==> config.mk <==
export PLATFORM = sky130hd
export DESIGN_NAME = sct_top
export DESIGN_NICKNAME = d
export VERILOG_FILES = /design/src/include/sct_pkg.sv /design/src/verilog/sct_top.sv
export VERILOG_INCLUDE_DIRS = /design/src /design/src/include
export SDC_FILE = /design/constraint.sdc
export NUM_CORES = 1
export LEC_CHECK = 0
export BUFFER_PORTS_ARGS = -buffer_cell sky130_fd_sc_hd__buf_2
export CORE_ASPECT_RATIO = 0.6
export CORE_UTILIZATION = 39
export CTS_CLUSTER_DIAMETER = 200
export CTS_CLUSTER_SIZE = 30
export DETAILED_ROUTE_END_ITERATION = 7
export PLACE_DENSITY = 0.64
export SLEW_MARGIN = 10
export SYNTH_ARGS = -nofsm -noshare
export SYNTH_HDL_FRONTEND = slang
export SYNTH_SLANG_ARGS = --single-unit
==> constraint.sdc <==
create_clock -name ref_clk -period 3.8 [get_ports ref_clk]
set_input_delay 0.76 -clock ref_clk [delete_from_list [all_inputs] [get_ports ref_clk]]
set_output_delay 0.76 -clock ref_clk [all_outputs]
set_load 0.01 [all_outputs]
==> src/include/sct_cfg.svh <==
/*
  constants of the slow counter with tick timer: register indices, field positions,
  reset values and sync counts; assumes it is included by bare name, once per unit
*/
`ifndef SCT_CFG_SVH
`define SCT_CFG_SVH
// register indices, byte address is four times the index
`define SCT_IDX_CTRL 5'h00
`define SCT_IDX_STAT 5'h01
`define SCT_IDX_IRQEN 5'h02
`define SCT_IDX_PEND 5'h03
`define SCT_IDX_TEMP 5'h04
`define SCT_IDX_HALT 5'h05
`define SCT_IDX_CSEL 5'h07
`define SCT_IDX_CNTL 5'h08
`define SCT_IDX_CNTH 5'h09
`define SCT_IDX_TOPL 5'h0A
`define SCT_IDX_TOPH 5'h0B
`define SCT_IDX_CMPL 5'h0C
`define SCT_IDX_CMPH 5'h0D
`define SCT_IDX_TCTRL 5'h10
`define SCT_IDX_TSTAT 5'h11
`define SCT_IDX_TIRQEN 5'h12
`define SCT_IDX_TPEND 5'h13
`define SCT_IDX_THALT 5'h15
// field positions
`define SCT_ON_BIT 0
`define SCT_KEEP_BIT 7
`define SCT_FLD_HI 6
`define SCT_FLD_LO 3
`define SCT_WRAP_BIT 0
`define SCT_MATCH_BIT 1
// writable bit masks
`define SCT_CTRL_MASK 8'hF9
`define SCT_TCTRL_MASK 8'h79
`define SCT_CSEL_MASK 8'h03
`define SCT_IRQ2_MASK 8'h03
`define SCT_BIT0_MASK 8'h01
// reset values
`define SCT_RST8 8'h00
`define SCT_RST16 16'h0000
`define SCT_TOP_RST 16'hFFFF
`define SCT_RST15 15'h0000
// busy lasts this many slow clock edges before a write is applied
`define SCT_SYNC_TICKS 2'h2
`define SCT_SYNC_LAST 2'h1
`define SCT_SYNC_IDLE 2'h0
// busy slots
`define SCT_NBUSY 5
`define SCT_B_CTRL 0
`define SCT_B_CNT 1
`define SCT_B_TOP 2
`define SCT_B_CMP 3
`define SCT_B_TCTRL 4
// tick timer
`define SCT_EVT_TOP 4'hD
`define SCT_PER_OFF 4'h0
`define SCT_PER_RSV 4'hF
`define SCT_ONE4 4'h1
`endif

==> src/include/sct_pkg.sv <==
/*
  types shared by the slow counter with tick timer; assumes nothing beyond the cfg header
*/
package sct_pkg;
  // event outputs toward the event router, each a one-cycle pulse
  typedef struct packed {
    logic wrap;
    logic match;
    logic [7:0] tick;
  } sct_evt_t;
endpackage

==> src/verilog/sct_top.sv <==
/*
  slow counter with compare and wrap events, plus tick timer with eight periodic events,
  behind an avalon-mm slave with waitrequest.
  assumes slow_clk is a pin slower than a quarter of ref_clk, and the sleep and halt
  inputs are asynchronous levels from the system.
*/
// Design decision made here: the Avalon-MM register port.
// How it works
// - tick timer runs while tick_on is one, stops when written zero
// - enabled counter emits wrap event after reaching top and returning to zero
// - enabled counter emits match event when count equals match value
// - tick events 0..7 fire every 8192 down to 64 slow periods
// - two irq lines: counter one for wrap and match, tick one
// - tick irq fires each time the selected interval elapses
// - every condition sets its pending flag, enabled or not
// - irq high while enable and pending are both set, until cleared
// - sources switched only by their own enable bits
// - counter keeps counting in idle sleep
// - in standby counter runs only with standby_keepalive set
// - tick timer runs in every sleep mode
// - counting uses slow clock; writes apply after a crossing delay
// - status shows busy per match, top, count, control write in flight
// - tick status shows busy while tick control write in flight
// - counter control resets zero; keepalive bit 7, divider 6:3, on bit 0
// - writing one clears a pending flag, zero leaves it
// - count event at top resets count to zero and signals wrap
// - halt_override zero stops block during debug halt, one keeps it
`include "sct_cfg.svh"
`timescale 1ns/1ns
module sct_top (
  // clock and reset
  input wire logic ref_clk,
  input wire logic reset_n,
  // avalon-mm slave, word address is the register index
  input wire logic [4:0] avs_address,
  input wire logic avs_read,
  input wire logic avs_write,
  input wire logic [31:0] avs_writedata,
  output logic [31:0] avs_readdata,
  output logic avs_waitrequest,
  // asynchronous pins
  input wire logic slow_clk,
  input wire logic sleep_standby,
  input wire logic debug_halt,
  // interrupt and event outputs
  output logic counter_irq,
  output logic tick_irq,
  output sct_pkg::sct_evt_t events
);

  // divider mask of k low ones, shared by prescaler and tick chain
  function automatic logic [14:0] sct_mask(input logic [3:0] k);
    logic [15:0] m;
    m = (16'h0001 << k) - 16'h0001;
    return m[14:0];
  endfunction

  logic ack_ff;
  logic [31:0] rdata_ff;
  logic [7:0] ctrl_ff, ctrl_act_ff, tctrl_ff, tctrl_act_ff, temp_ff, csel_ff;
  logic [1:0] irqen_ff, pend_ff;
  logic tirqen_ff, tpend_ff, halt_ff, thalt_ff;
  logic [15:0] cnt_wr_ff, top_ff, top_act_ff, cmp_ff, cmp_act_ff, cnt_ff;
  logic [1:0] bcnt_ff [`SCT_NBUSY];
  logic [14:0] presc_ff, div_ff;
  logic [2:0] clk_sync_ff;
  logic [1:0] stby_sync_ff, halt_sync_ff;
  logic cnt_irq_ff, tick_irq_ff;
  sct_pkg::sct_evt_t evt_ff;

  // bus handshake: one wait cycle, then the request is served
  wire req = avs_read | avs_write;
  wire acc = req & ~ack_ff;
  wire wr = avs_write & ack_ff;
  wire [7:0] wd = avs_writedata[7:0];
  assign avs_waitrequest = req & ~ack_ff;
  assign avs_readdata = rdata_ff;

  always_ff @(posedge ref_clk or negedge reset_n)
  begin
    if (!reset_n)
    begin
      ack_ff <= 1'b0;
    end
    else
    begin
      ack_ff <= acc;
    end
  end

  // pins pass two flops; third slow_clk stage only feeds the edge detector
  always_ff @(posedge ref_clk or negedge reset_n)
  begin
    if (!reset_n)
    begin
      clk_sync_ff <= 3'h0;
      stby_sync_ff <= 2'h0;
      halt_sync_ff <= 2'h0;
    end
    else
    begin
      clk_sync_ff <= {clk_sync_ff[1:0], slow_clk};
      stby_sync_ff <= {stby_sync_ff[0], sleep_standby};
      halt_sync_ff <= {halt_sync_ff[0], debug_halt};
    end
  end

  // slow domain step: one ref_clk cycle per rising slow_clk edge
  wire slow_edge = clk_sync_ff[1] & ~clk_sync_ff[2];
  wire stby_s = stby_sync_ff[1];
  wire halt_s = halt_sync_ff[1];

  // address decode of writes that commit
  wire wr_ctrl = wr & (avs_address == `SCT_IDX_CTRL);
  wire wr_irqen = wr & (avs_address == `SCT_IDX_IRQEN);
  wire wr_pend = wr & (avs_address == `SCT_IDX_PEND);
  wire wr_temp = wr & (avs_address == `SCT_IDX_TEMP);
  wire wr_halt = wr & (avs_address == `SCT_IDX_HALT);
  wire wr_csel = wr & (avs_address == `SCT_IDX_CSEL);
  wire wr_low = wr & ((avs_address == `SCT_IDX_CNTL) | (avs_address == `SCT_IDX_TOPL)
                | (avs_address == `SCT_IDX_CMPL));
  wire wr_cnth = wr & (avs_address == `SCT_IDX_CNTH);
  wire wr_toph = wr & (avs_address == `SCT_IDX_TOPH);
  wire wr_cmph = wr & (avs_address == `SCT_IDX_CMPH);
  wire wr_tctrl = wr & (avs_address == `SCT_IDX_TCTRL);
  wire wr_tirqen = wr & (avs_address == `SCT_IDX_TIRQEN);
  wire wr_tpend = wr & (avs_address == `SCT_IDX_TPEND);
  wire wr_thalt = wr & (avs_address == `SCT_IDX_THALT);
  wire rd_cntl = acc & avs_read & (avs_address == `SCT_IDX_CNTL);
  wire [15:0] wd16 = {wd, temp_ff};

  // busy slots: start on write, count down on slow edges
  wire [`SCT_NBUSY-1:0] bstart = {wr_tctrl, wr_cmph, wr_toph, wr_cnth, wr_ctrl};
  wire [`SCT_NBUSY-1:0] busy;
  wire [`SCT_NBUSY-1:0] apply;
  genvar g;
  generate
    for (g = 0; g < `SCT_NBUSY; g++)
    begin : g_busy
      assign busy[g] = bcnt_ff[g] != `SCT_SYNC_IDLE;
      assign apply[g] = slow_edge & (bcnt_ff[g] == `SCT_SYNC_LAST);
      always_ff @(posedge ref_clk or negedge reset_n)
      begin
        if (!reset_n)
          bcnt_ff[g] <= `SCT_SYNC_IDLE;
        else if (bstart[g])
          bcnt_ff[g] <= `SCT_SYNC_TICKS;
        else if (slow_edge && busy[g])
          bcnt_ff[g] <= bcnt_ff[g] - `SCT_SYNC_LAST;
      end
    end
  endgenerate

  // bus-side registers; 16-bit ones go through the shared latch
  always_ff @(posedge ref_clk or negedge reset_n)
  begin
    if (!reset_n)
    begin
      ctrl_ff <= `SCT_RST8;
      tctrl_ff <= `SCT_RST8;
      temp_ff <= `SCT_RST8;
      csel_ff <= `SCT_RST8;
      irqen_ff <= 2'h0;
      tirqen_ff <= 1'b0;
      halt_ff <= 1'b0;
      thalt_ff <= 1'b0;
      cnt_wr_ff <= `SCT_RST16;
      top_ff <= `SCT_TOP_RST;
      cmp_ff <= `SCT_RST16;
    end
    else
    begin
      if (wr_ctrl) ctrl_ff <= wd & `SCT_CTRL_MASK;
      if (wr_tctrl) tctrl_ff <= wd & `SCT_TCTRL_MASK;
      if (wr_csel) csel_ff <= wd & `SCT_CSEL_MASK;
      if (wr_irqen) irqen_ff <= wd[1:0];
      if (wr_tirqen) tirqen_ff <= wd[0];
      if (wr_halt) halt_ff <= wd[0];
      if (wr_thalt) thalt_ff <= wd[0];
      if (wr_temp || wr_low) temp_ff <= wd;
      else if (rd_cntl) temp_ff <= cnt_ff[15:8];
      if (wr_cnth) cnt_wr_ff <= wd16;
      if (wr_toph) top_ff <= wd16;
      if (wr_cmph) cmp_ff <= wd16;
    end
  end

  // slow-side copies take the value once the crossing finishes
  always_ff @(posedge ref_clk or negedge reset_n)
  begin
    if (!reset_n)
    begin
      ctrl_act_ff <= `SCT_RST8;
      tctrl_act_ff <= `SCT_RST8;
      top_act_ff <= `SCT_TOP_RST;
      cmp_act_ff <= `SCT_RST16;
    end
    else
    begin
      if (apply[`SCT_B_CTRL]) ctrl_act_ff <= ctrl_ff;
      if (apply[`SCT_B_TCTRL]) tctrl_act_ff <= tctrl_ff;
      if (apply[`SCT_B_TOP]) top_act_ff <= top_ff;
      if (apply[`SCT_B_CMP]) cmp_act_ff <= cmp_ff;
    end
  end

  // counter run gate: idle sleep never stops it, standby needs keepalive
  wire cnt_on = ctrl_act_ff[`SCT_ON_BIT];
  wire standby_keepalive = ctrl_act_ff[`SCT_KEEP_BIT];
  wire run_cnt = cnt_on & ~(stby_s & ~standby_keepalive)
               & ~(halt_s & ~halt_ff);
  wire [3:0] psc_sel = ctrl_act_ff[`SCT_FLD_HI:`SCT_FLD_LO];
  wire [14:0] psc_m = sct_mask(psc_sel);
  wire cnt_evt = slow_edge & run_cnt & ((presc_ff & psc_m) == psc_m);
  wire at_top = cnt_ff == top_act_ff;
  wire wrap_evt = cnt_evt & at_top;
  wire match_evt = cnt_evt & (cnt_ff == cmp_act_ff);

  // prescaler and count
  always_ff @(posedge ref_clk or negedge reset_n)
  begin
    if (!reset_n)
    begin
      presc_ff <= `SCT_RST15;
      cnt_ff <= `SCT_RST16;
    end
    else
    begin
      if (!cnt_on) presc_ff <= `SCT_RST15;
      else if (slow_edge && run_cnt) presc_ff <= presc_ff + 15'h0001;
      if (apply[`SCT_B_CNT]) cnt_ff <= cnt_wr_ff;
      else if (cnt_evt) cnt_ff <= at_top ? `SCT_RST16 : cnt_ff + 16'h0001;
    end
  end

  // tick chain: one free divider, no standby gate at all
  wire tick_on = tctrl_act_ff[`SCT_ON_BIT];
  wire run_tick = tick_on & ~(halt_s & ~thalt_ff);
  wire tick_step = slow_edge & run_tick;
  wire [3:0] period = tctrl_act_ff[`SCT_FLD_HI:`SCT_FLD_LO];
  wire [14:0] per_m = sct_mask(4'(period + `SCT_ONE4));
  wire per_ok = (period != `SCT_PER_OFF) & (period != `SCT_PER_RSV);
  wire tick_evt = tick_step & per_ok & ((div_ff & per_m) == per_m);
  wire [7:0] tev;
  generate
    for (g = 0; g < 8; g++)
    begin : g_tev
      // event g every two to the (13 - g) slow periods
      assign tev[g] = tick_step & ((div_ff & sct_mask(4'(`SCT_EVT_TOP - g)))
                      == sct_mask(4'(`SCT_EVT_TOP - g)));
    end
  endgenerate

  always_ff @(posedge ref_clk or negedge reset_n)
  begin
    if (!reset_n)
      div_ff <= `SCT_RST15;
    else if (!tick_on)
      div_ff <= `SCT_RST15;
    else if (tick_step)
      div_ff <= div_ff + 15'h0001;
  end

  // pending flags: set wins over a write-one clear
  wire [1:0] cnt_set = {match_evt, wrap_evt};
  wire [1:0] cnt_clr = wr_pend ? wd[1:0] : 2'h0;
  wire t_clr = wr_tpend & wd[0];
  always_ff @(posedge ref_clk or negedge reset_n)
  begin
    if (!reset_n)
    begin
      pend_ff <= 2'h0;
      tpend_ff <= 1'b0;
    end
    else
    begin
      pend_ff <= (pend_ff & ~cnt_clr) | cnt_set;
      tpend_ff <= (tpend_ff & ~t_clr) | tick_evt;
    end
  end

  // counter request level, one wire shared by the flop and its check
  wire cnt_req = |(pend_ff & irqen_ff);

  // irq lines and event pulses from flops, one cycle after the cause
  always_ff @(posedge ref_clk or negedge reset_n)
  begin
    if (!reset_n)
    begin
      cnt_irq_ff <= 1'b0;
      tick_irq_ff <= 1'b0;
      evt_ff <= '0;
    end
    else
    begin
      cnt_irq_ff <= cnt_req;
      tick_irq_ff <= tpend_ff & tirqen_ff;
      evt_ff <= '{wrap: wrap_evt, match: match_evt, tick: tev};
    end
  end
  assign counter_irq = cnt_irq_ff;
  assign tick_irq = tick_irq_ff;
  assign events = evt_ff;

  // read mux; the high count byte comes from the latch filled by the low read
  logic [7:0] rmux;
  always_comb
  begin
    rmux = `SCT_RST8;
    unique case (avs_address)
      `SCT_IDX_CTRL: rmux = ctrl_ff;
      `SCT_IDX_STAT: rmux = {4'h0, busy[`SCT_B_CMP], busy[`SCT_B_TOP], busy[`SCT_B_CNT],
                             busy[`SCT_B_CTRL]};
      `SCT_IDX_IRQEN: rmux = {6'h00, irqen_ff};
      `SCT_IDX_PEND: rmux = {6'h00, pend_ff};
      `SCT_IDX_TEMP, `SCT_IDX_CNTH: rmux = temp_ff;
      `SCT_IDX_HALT: rmux = {7'h00, halt_ff};
      `SCT_IDX_CSEL: rmux = csel_ff;
      `SCT_IDX_CNTL: rmux = cnt_ff[7:0];
      `SCT_IDX_TOPL: rmux = top_ff[7:0];
      `SCT_IDX_TOPH: rmux = top_ff[15:8];
      `SCT_IDX_CMPL: rmux = cmp_ff[7:0];
      `SCT_IDX_CMPH: rmux = cmp_ff[15:8];
      `SCT_IDX_TCTRL: rmux = tctrl_ff;
      `SCT_IDX_TSTAT: rmux = {7'h00, busy[`SCT_B_TCTRL]};
      `SCT_IDX_TIRQEN: rmux = {7'h00, tirqen_ff};
      `SCT_IDX_TPEND: rmux = {7'h00, tpend_ff};
      `SCT_IDX_THALT: rmux = {7'h00, thalt_ff};
      default: rmux = `SCT_RST8;
    endcase
  end

  always_ff @(posedge ref_clk or negedge reset_n)
  begin
    if (!reset_n)
      rdata_ff <= 32'h0000_0000;
    else if (acc && avs_read)
      rdata_ff <= {24'h00_0000, rmux};
  end
endmodule // sct_top

## Word-level counts from Yosys, hierarchy flattened

Cells that the tools add are included.

- Register bits: 204
- Input bits: 44
- Output and inout port bits: 45
- Word-level logic and storage cells: 198

- Add/sub/neg operators: 11
- Equal/unequal tests: 37
- Shifts and indexed selects: 2
- Multiplexer cells: 21
- Bitwise operators: 68
- Reductions and logical operators: 24

Operators with widths:

| kind | count |
|---|---|
| case mux 8 bit (17 select lines) | 1 |
| two-way mux 15 bit | 4 |
| bitwise AND 1 bit | 49 |
| two-way mux 16 bit | 3 |
| equality test 16 bit | 2 |
| adder 15 x 1 -> 15 bit (second input constant) | 2 |
| bitwise AND 15 bit | 2 |
| equality test 15 bit | 2 |
| equality test 5 x 4 -> 1 bit (second input constant) | 6 |
| << shifter 1 x 4 -> 15 bit (first input constant) | 2 |
| subtractor 15 x 1 -> 15 bit (second input constant) | 2 |
| equality test 5 bit (second input constant) | 5 |
| nonzero test 2 bit | 12 |
| two-way mux 2 bit | 11 |
| adder 16 x 1 -> 16 bit (second input constant) | 1 |
| two-way mux 8 bit | 2 |
| equality test 5 x 3 -> 1 bit (second input constant) | 3 |
| equality test 13 bit (second input constant) | 1 |
| equality test 12 bit (second input constant) | 1 |
| equality test 11 bit (second input constant) | 1 |
| equality test 10 bit (second input constant) | 1 |
| equality test 2 x 1 -> 1 bit (second input constant) | 5 |
| equality test 5 x 2 -> 1 bit (second input constant) | 2 |
| subtractor 2 x 1 -> 2 bit (second input constant) | 5 |
| other kinds (18) | 38 |

## Depth between registers and ports, before layout

- Word-level depth: 9
- Gate-level depth with buffers: 11
- Gate-level depth less buffers: 9

## Worst setup path after synthesis

No wires, ideal clock.

- Path kind: register -> register
- From: register ctrl_act_ff[5]
- To: register cnt_ff[13]
- Library setup time: 82 ps
- Arrival time: 2,621 ps
- Required time: 3,718 ps
- Path slack: 1,097 ps
- Cell stages (with the launch flop): 11
- Buffers on the path: 1
- Clock period less this slack: 2,703 ps
- Cell sequence: dfrtp_1 -> buf_2 -> nor2_1 -> nand3b_1 -> ha_1 -> or3b_2 -> a211oi_1 -> nor4_1 -> nand4_4 -> or4_1 -> a31oi_1

- Cells in the longest elaborated chain, start to end: 6

Ends and longest elaborated chain:

| what | line | RTL |
|---|---|---|
| start: declaration | sct_top.sv:60 | `logic [7:0] ctrl_ff, ctrl_act_ff, tctrl_ff, tctrl_act_ff, temp_ff, csel_ff;` |
| start signal: assignment | sct_top.sv:193 | `` ctrl_act_ff <= `SCT_RST8; `` |
| start signal: assignment | sct_top.sv:200 | `` if (apply[`SCT_B_CTRL]) ctrl_act_ff <= ctrl_ff; `` |
| << shifter 1 x 4 -> 15 bit * | sct_top.sv:54 | `m = (16'h0001 << k) - 16'h0001;` |
| subtractor 15 x 1 -> 15 bit * | sct_top.sv:54 |  |
| bitwise AND 15 bit | sct_top.sv:214 | `wire cnt_evt = slow_edge & run_cnt & ((presc_ff & psc_m) == psc_m);` |
| equality test 15 bit * | sct_top.sv:214 |  |
| bitwise AND 1 bit * | sct_top.sv:214 |  |
| nonzero test 2 bit (no source line) * | n/a |  |
| end signal: assignment | sct_top.sv:225 | `` cnt_ff <= `SCT_RST16; `` |
| end signal: assignment | sct_top.sv:231 | `` if (apply[`SCT_B_CNT]) cnt_ff <= cnt_wr_ff; `` |
| end signal: assignment | sct_top.sv:232 | `` else if (cnt_evt) cnt_ff <= at_top ? `SCT_RST16 : cnt_ff + 16'h0001; `` |
| end: declaration | sct_top.sv:63 | `logic [15:0] cnt_wr_ff, top_ff, top_act_ff, cmp_ff, cmp_act_ff, cnt_ff;` |

Every way passes the cells marked *; elsewhere a longest branch is shown, timed or not.
A chain may end at the register's enable or synchronous reset.

## Worst setup path in the final report

Ends and elaborated chain as after synthesis.

==> results.txt <==
The run finished with clean final reports. The compound-cell area share of the yosys netlist came out at between 10 and 15%. The count of buffers inserted at the top-level ports came out at 40. The first-pass GRT wire length came out at 42100 um. The number of levels in the clock H-tree came out at 1. The weighted congestion reported at the end of routability-driven placement came out at around 0.87. The final design utilization is 43.6%. The floorplan step defined a die boundary enclosing roughly 27000 um2.

The worst setup slack for register-to-register paths is around 600 ps. Buffers added to address setup during post-CTS repair amount to 0. The DRC violation total after the first TritonRoute iteration came out at 633. The worst path needs roughly 3200 ps of the cycle, external delays included. The clock buffer count from CTS came out at 10. The worst setup path is captured at a flip-flop.

The number of detailed-routing iterations run before antenna repair came out at 5. The number of hold-repair buffers added at the cts stage came out at 0. In this run the worst setup path terminates at cnt_ff[13]. The TritonCTS clock tree is yes.

The width of the die is ~210 um. The buffer depth of the longest clock path came out at 3. The total instance count after detailed placement came out at 1313. The ratio of routed vias to standard cells is approximately 5.6. The total wire length after detailed routing came out at about 26000 um. The number of top-level pins came out at 89.

The layout net count is just over 1000. The peak supply drop is 0.252 mV. The number of resized instances in the post-cts repair step came out at 0.

The area fraction in and, or, nand and nor cells after synthesis is 14.9%. The share of the cycle needed by the critical path after routing is a little over four fifths. The clock net sink count is approximately 200. The placed wire-length estimate after detailed placement came out at ~19000 um. The number of global-route vias before repair came out at ~7000. The overall fraction of global-route tracks in use is ~20%. The clock transition at the register clock pins on the worst setup and hold paths after CTS is roughly 110 ps.

The fmax came out at around 0.31 GHz. The count of unique library cells instantiated by Yosys is 70. The DRC violations left is 0. The total power density per cell area is 566 nW/um2.

The final hold violation count was 0. In this run the standard cell core region covers around 26000 um2. The share of post-route cells with drive strength above 1 is 23.6%.

Synthesis produced 953 cells. The capture instance of the worst register-to-register path is cnt_ff[13]. The maximum clock skew at final layout is around 16 ps. The routed wirelength normalized by instance count came out at 19.7 um. The most used flip-flop cell after synthesis is dfrtp_1.

A synthesized cell averages 10.9 um2. The adder and majority cell fraction of the synthesized area is under 10%. The remaining max-slew budget at the tightest pin came out at a little under two fifths. CTS placed an instance of clkbuf_16 at the clock tree root. The number of flip-flops and latches in the synthesized netlist is 204. The actual transition at the worst max-transition pin is ~940 ps. The worst-path maximum fanout came out at 14. The required time of the worst setup path came out at roughly 4200 ps. The reg-to-reg startpoint is ctrl_act_ff[5]. Setup violations remaining at the end of the flow were counted as 0. The clock latency at the later pin of the worst-skew pair came out at around 480 ps.

The number of max-cap violations came out at 0. The number of filler instances in the final layout is 2448. The antenna diode count came out at 0. The floorplan step set the die height to approximately 130 um. The number of antenna violations at the first check in global routing came out at 0. The post-synthesis async set-or-reset flop share is 100%. The remaining global-route overflow is 0.

The final count of pins violating max slew came out at 0. The total negative slack is 0 ps. Excluding fillers, the count of instances in the completed layout stands at ~1300. The class of the most critical setup path is flip-flop to flip-flop. The number of cell instances on the worst register-to-register path is 9. The share of the Yosys chip area taken by registers is between 40% and 50%. The worst path arrival time is about 3600 ps. Counting flops with a built-in enable in the synthesized netlist gives 0. In this run the static leakage power is between 4 and 5 nW. The cell area after synthesis came out at slightly above 10000 um2. After synthesis, the largest family of logic cells by area is simple AND/OR/NAND/NOR gates. The worst setup path is launched from a flip-flop. After floorplanning, the core was divided into 45 placement rows. The worst hold path belongs to the class primary input to async pin. In this run the remaining antenna-violating nets after routing total 0.

Yosys printed 0 warnings. Setup repair after global routing left no endpoint under its margin. Of the post-synthesis cell area, the part taken by muxes is 12.6%.

Entering global routing, the biggest net connects 98 pins. Compared with the post-synthesis result, the final layout area differs by 8.10%. The xor-xnor portion of the synthesized cell area came out at ~5%. The launching instance or port of the critical path is ctrl_act_ff[5]. The total number of vias came out at between 7000 and 8000. The starting density of the core came out at around two fifths.
## cell usage in the layout (no fill, tap or decap), drive strengths merged, types with 5 or more instances in the layout
cell type,instances
dfrtp,172
mux2,109
nand2,84
buf,60
nor2,46
o21ai,35
xnor2,32
dfstp,32
inv,28
xor2,27
nor3,26
a21oi,24
conb,24
and2,22
nand4,19
a22oi,18
nand3,17
ha,16
clkbuf,16
nand2b,14
o311ai,13
and3,11
or3,10
nor4,10
nor2b,9
a31oi,9
mux2i,8
a21o,7
o221ai,6
a221oi,6
a222oi,5
nor3b,5
## area by class of cell
| cell class | instances | area, um2 | share of cell area [%] |
|---|---|---|---|
| timing repair buffer | 61 | 392 | 3.50 |
| inverter | 28 | 105 | 0.938 |
| sequential | 204 | 5140 | 45.9 |
| clock inverter | 1 | 8.76 | 0.0782 |
| multi-input combinational | 668 | 4820 | 43.0 |
| tap | 352 | 440 | 3.93 |
| clock buffer | 15 | 290 | 2.59 |
## cell usage after synthesis (5+ instances only)
library cell,n,area (um2)
dfrtp_1,172,4300
mux2_2,109,1230
nand2_1,84,315
nor2_1,45,169
clkbuf_1,37,139
o21ai_0,35,175
dfstp_2,32,841
xnor2_1,32,280
inv_1,28,105
xor2_1,27,236
a21oi_1,24,120
buf_4,24,180
nor3_1,24,120
and2_1,22,138
a22oi_1,18,135
nand4_1,18,113
nand3_1,17,85.1
ha_1,16,200
nand2b_1,13,81.3
and3_1,11,68.8
buf_2,11,55.1
nor4_1,10,62.6
or3_1,10,62.6
a31oi_1,9,56.3
nor2b_1,9,56.3
mux2i_1,8,80.1
o311ai_0,8,70.1
a21o_1,7,52.6
a221oi_1,6,52.6
o221ai_1,6,52.6
a222oi_1,5,50.1
o311ai_1,5,43.8
## layer usage
layer | GRT usage, % | up-vias | wire [um]
met3 | 4.12 | 20 | 2190
met4 | 2.16 | 0 | 194
met1 | 34.8 | 3739 | 14200
li1 | - | 3420 | -
met2 | 24.8 | 263 | 9650
met5 | 0 | - | 0
## worst min path at each step
stage / cells past startpoint / slack, ps / start / endpoint
after global routing: 0 / 370 / halt_sync_ff[0] / halt_sync_ff[1]
after detailed placement: 0 / 330 / clk_sync_ff[0] / clk_sync_ff[1]
final: 1 / 330 / reset_n / events[2]
after global placement: 0 / 340 / stby_sync_ff[0] / stby_sync_ff[1]
after CTS: 0 / 360 / stby_sync_ff[0] / stby_sync_ff[1]
after floorplan: 0 / 330 / clk_sync_ff[0] / clk_sync_ff[1]
## flip-flops by register name (all words and copies together) (netlist names), 15 cells and up
| signal | flops |
|---|---|
| top_act_ff | 16 |
| cmp_act_ff | 16 |
| cmp_ff | 16 |
| cnt_ff | 16 |
| top_ff | 16 |
| div_ff | 15 |
| cnt_wr_ff | 16 |
| presc_ff | 15 |
## kinds of logic (layout without fill, tap and decap cells)
family	count (synthesis)	after routing
flip-flops	204	204
AO/OA/AOI/OAI	161	161
multiplexers	117	117
buffers and inverters	104	105
XOR/XNOR	59	59
adder cells (fa/ha/maj)	16	16
AND/OR/NAND/NOR	291	291
other	1	24
## metrics by stage
step                      hold slack, ps  power, mW  setup slack (ps)  cell area, um2
final                                334       6.34               600           11200
after global routing                 366       6.74               384           11200
after CTS                            360       6.35               630           11200
after detailed placement             335       5.10               664           10900
after global placement               336       5.04               790           10900
after floorplan                      331       4.48              1100           10500
## worst max-delay path, stage by stage (launching register included)
cell      delay, ps
dfrtp_1         560
nor2_1          240
nand3b_1        110
ha_1            290
or3b_2          220
a211oi_1         70
nor4_1          550
nand4_4         300
or4_1           580
a31oi_1         180
## power breakdown
part | total (mW) | internal [mW] | leakage (nW) | switching [mW]
clock | 1.23 | 0.543 | 0.144 | 0.688
sequential | 3.13 | 2.60 | 2.63 | 0.532
combinational | 1.98 | 0.864 | 2.20 | 1.11
total | 6.34 | 4.01 | 4.98 | 2.33
(Power assumes the default switching activity.)
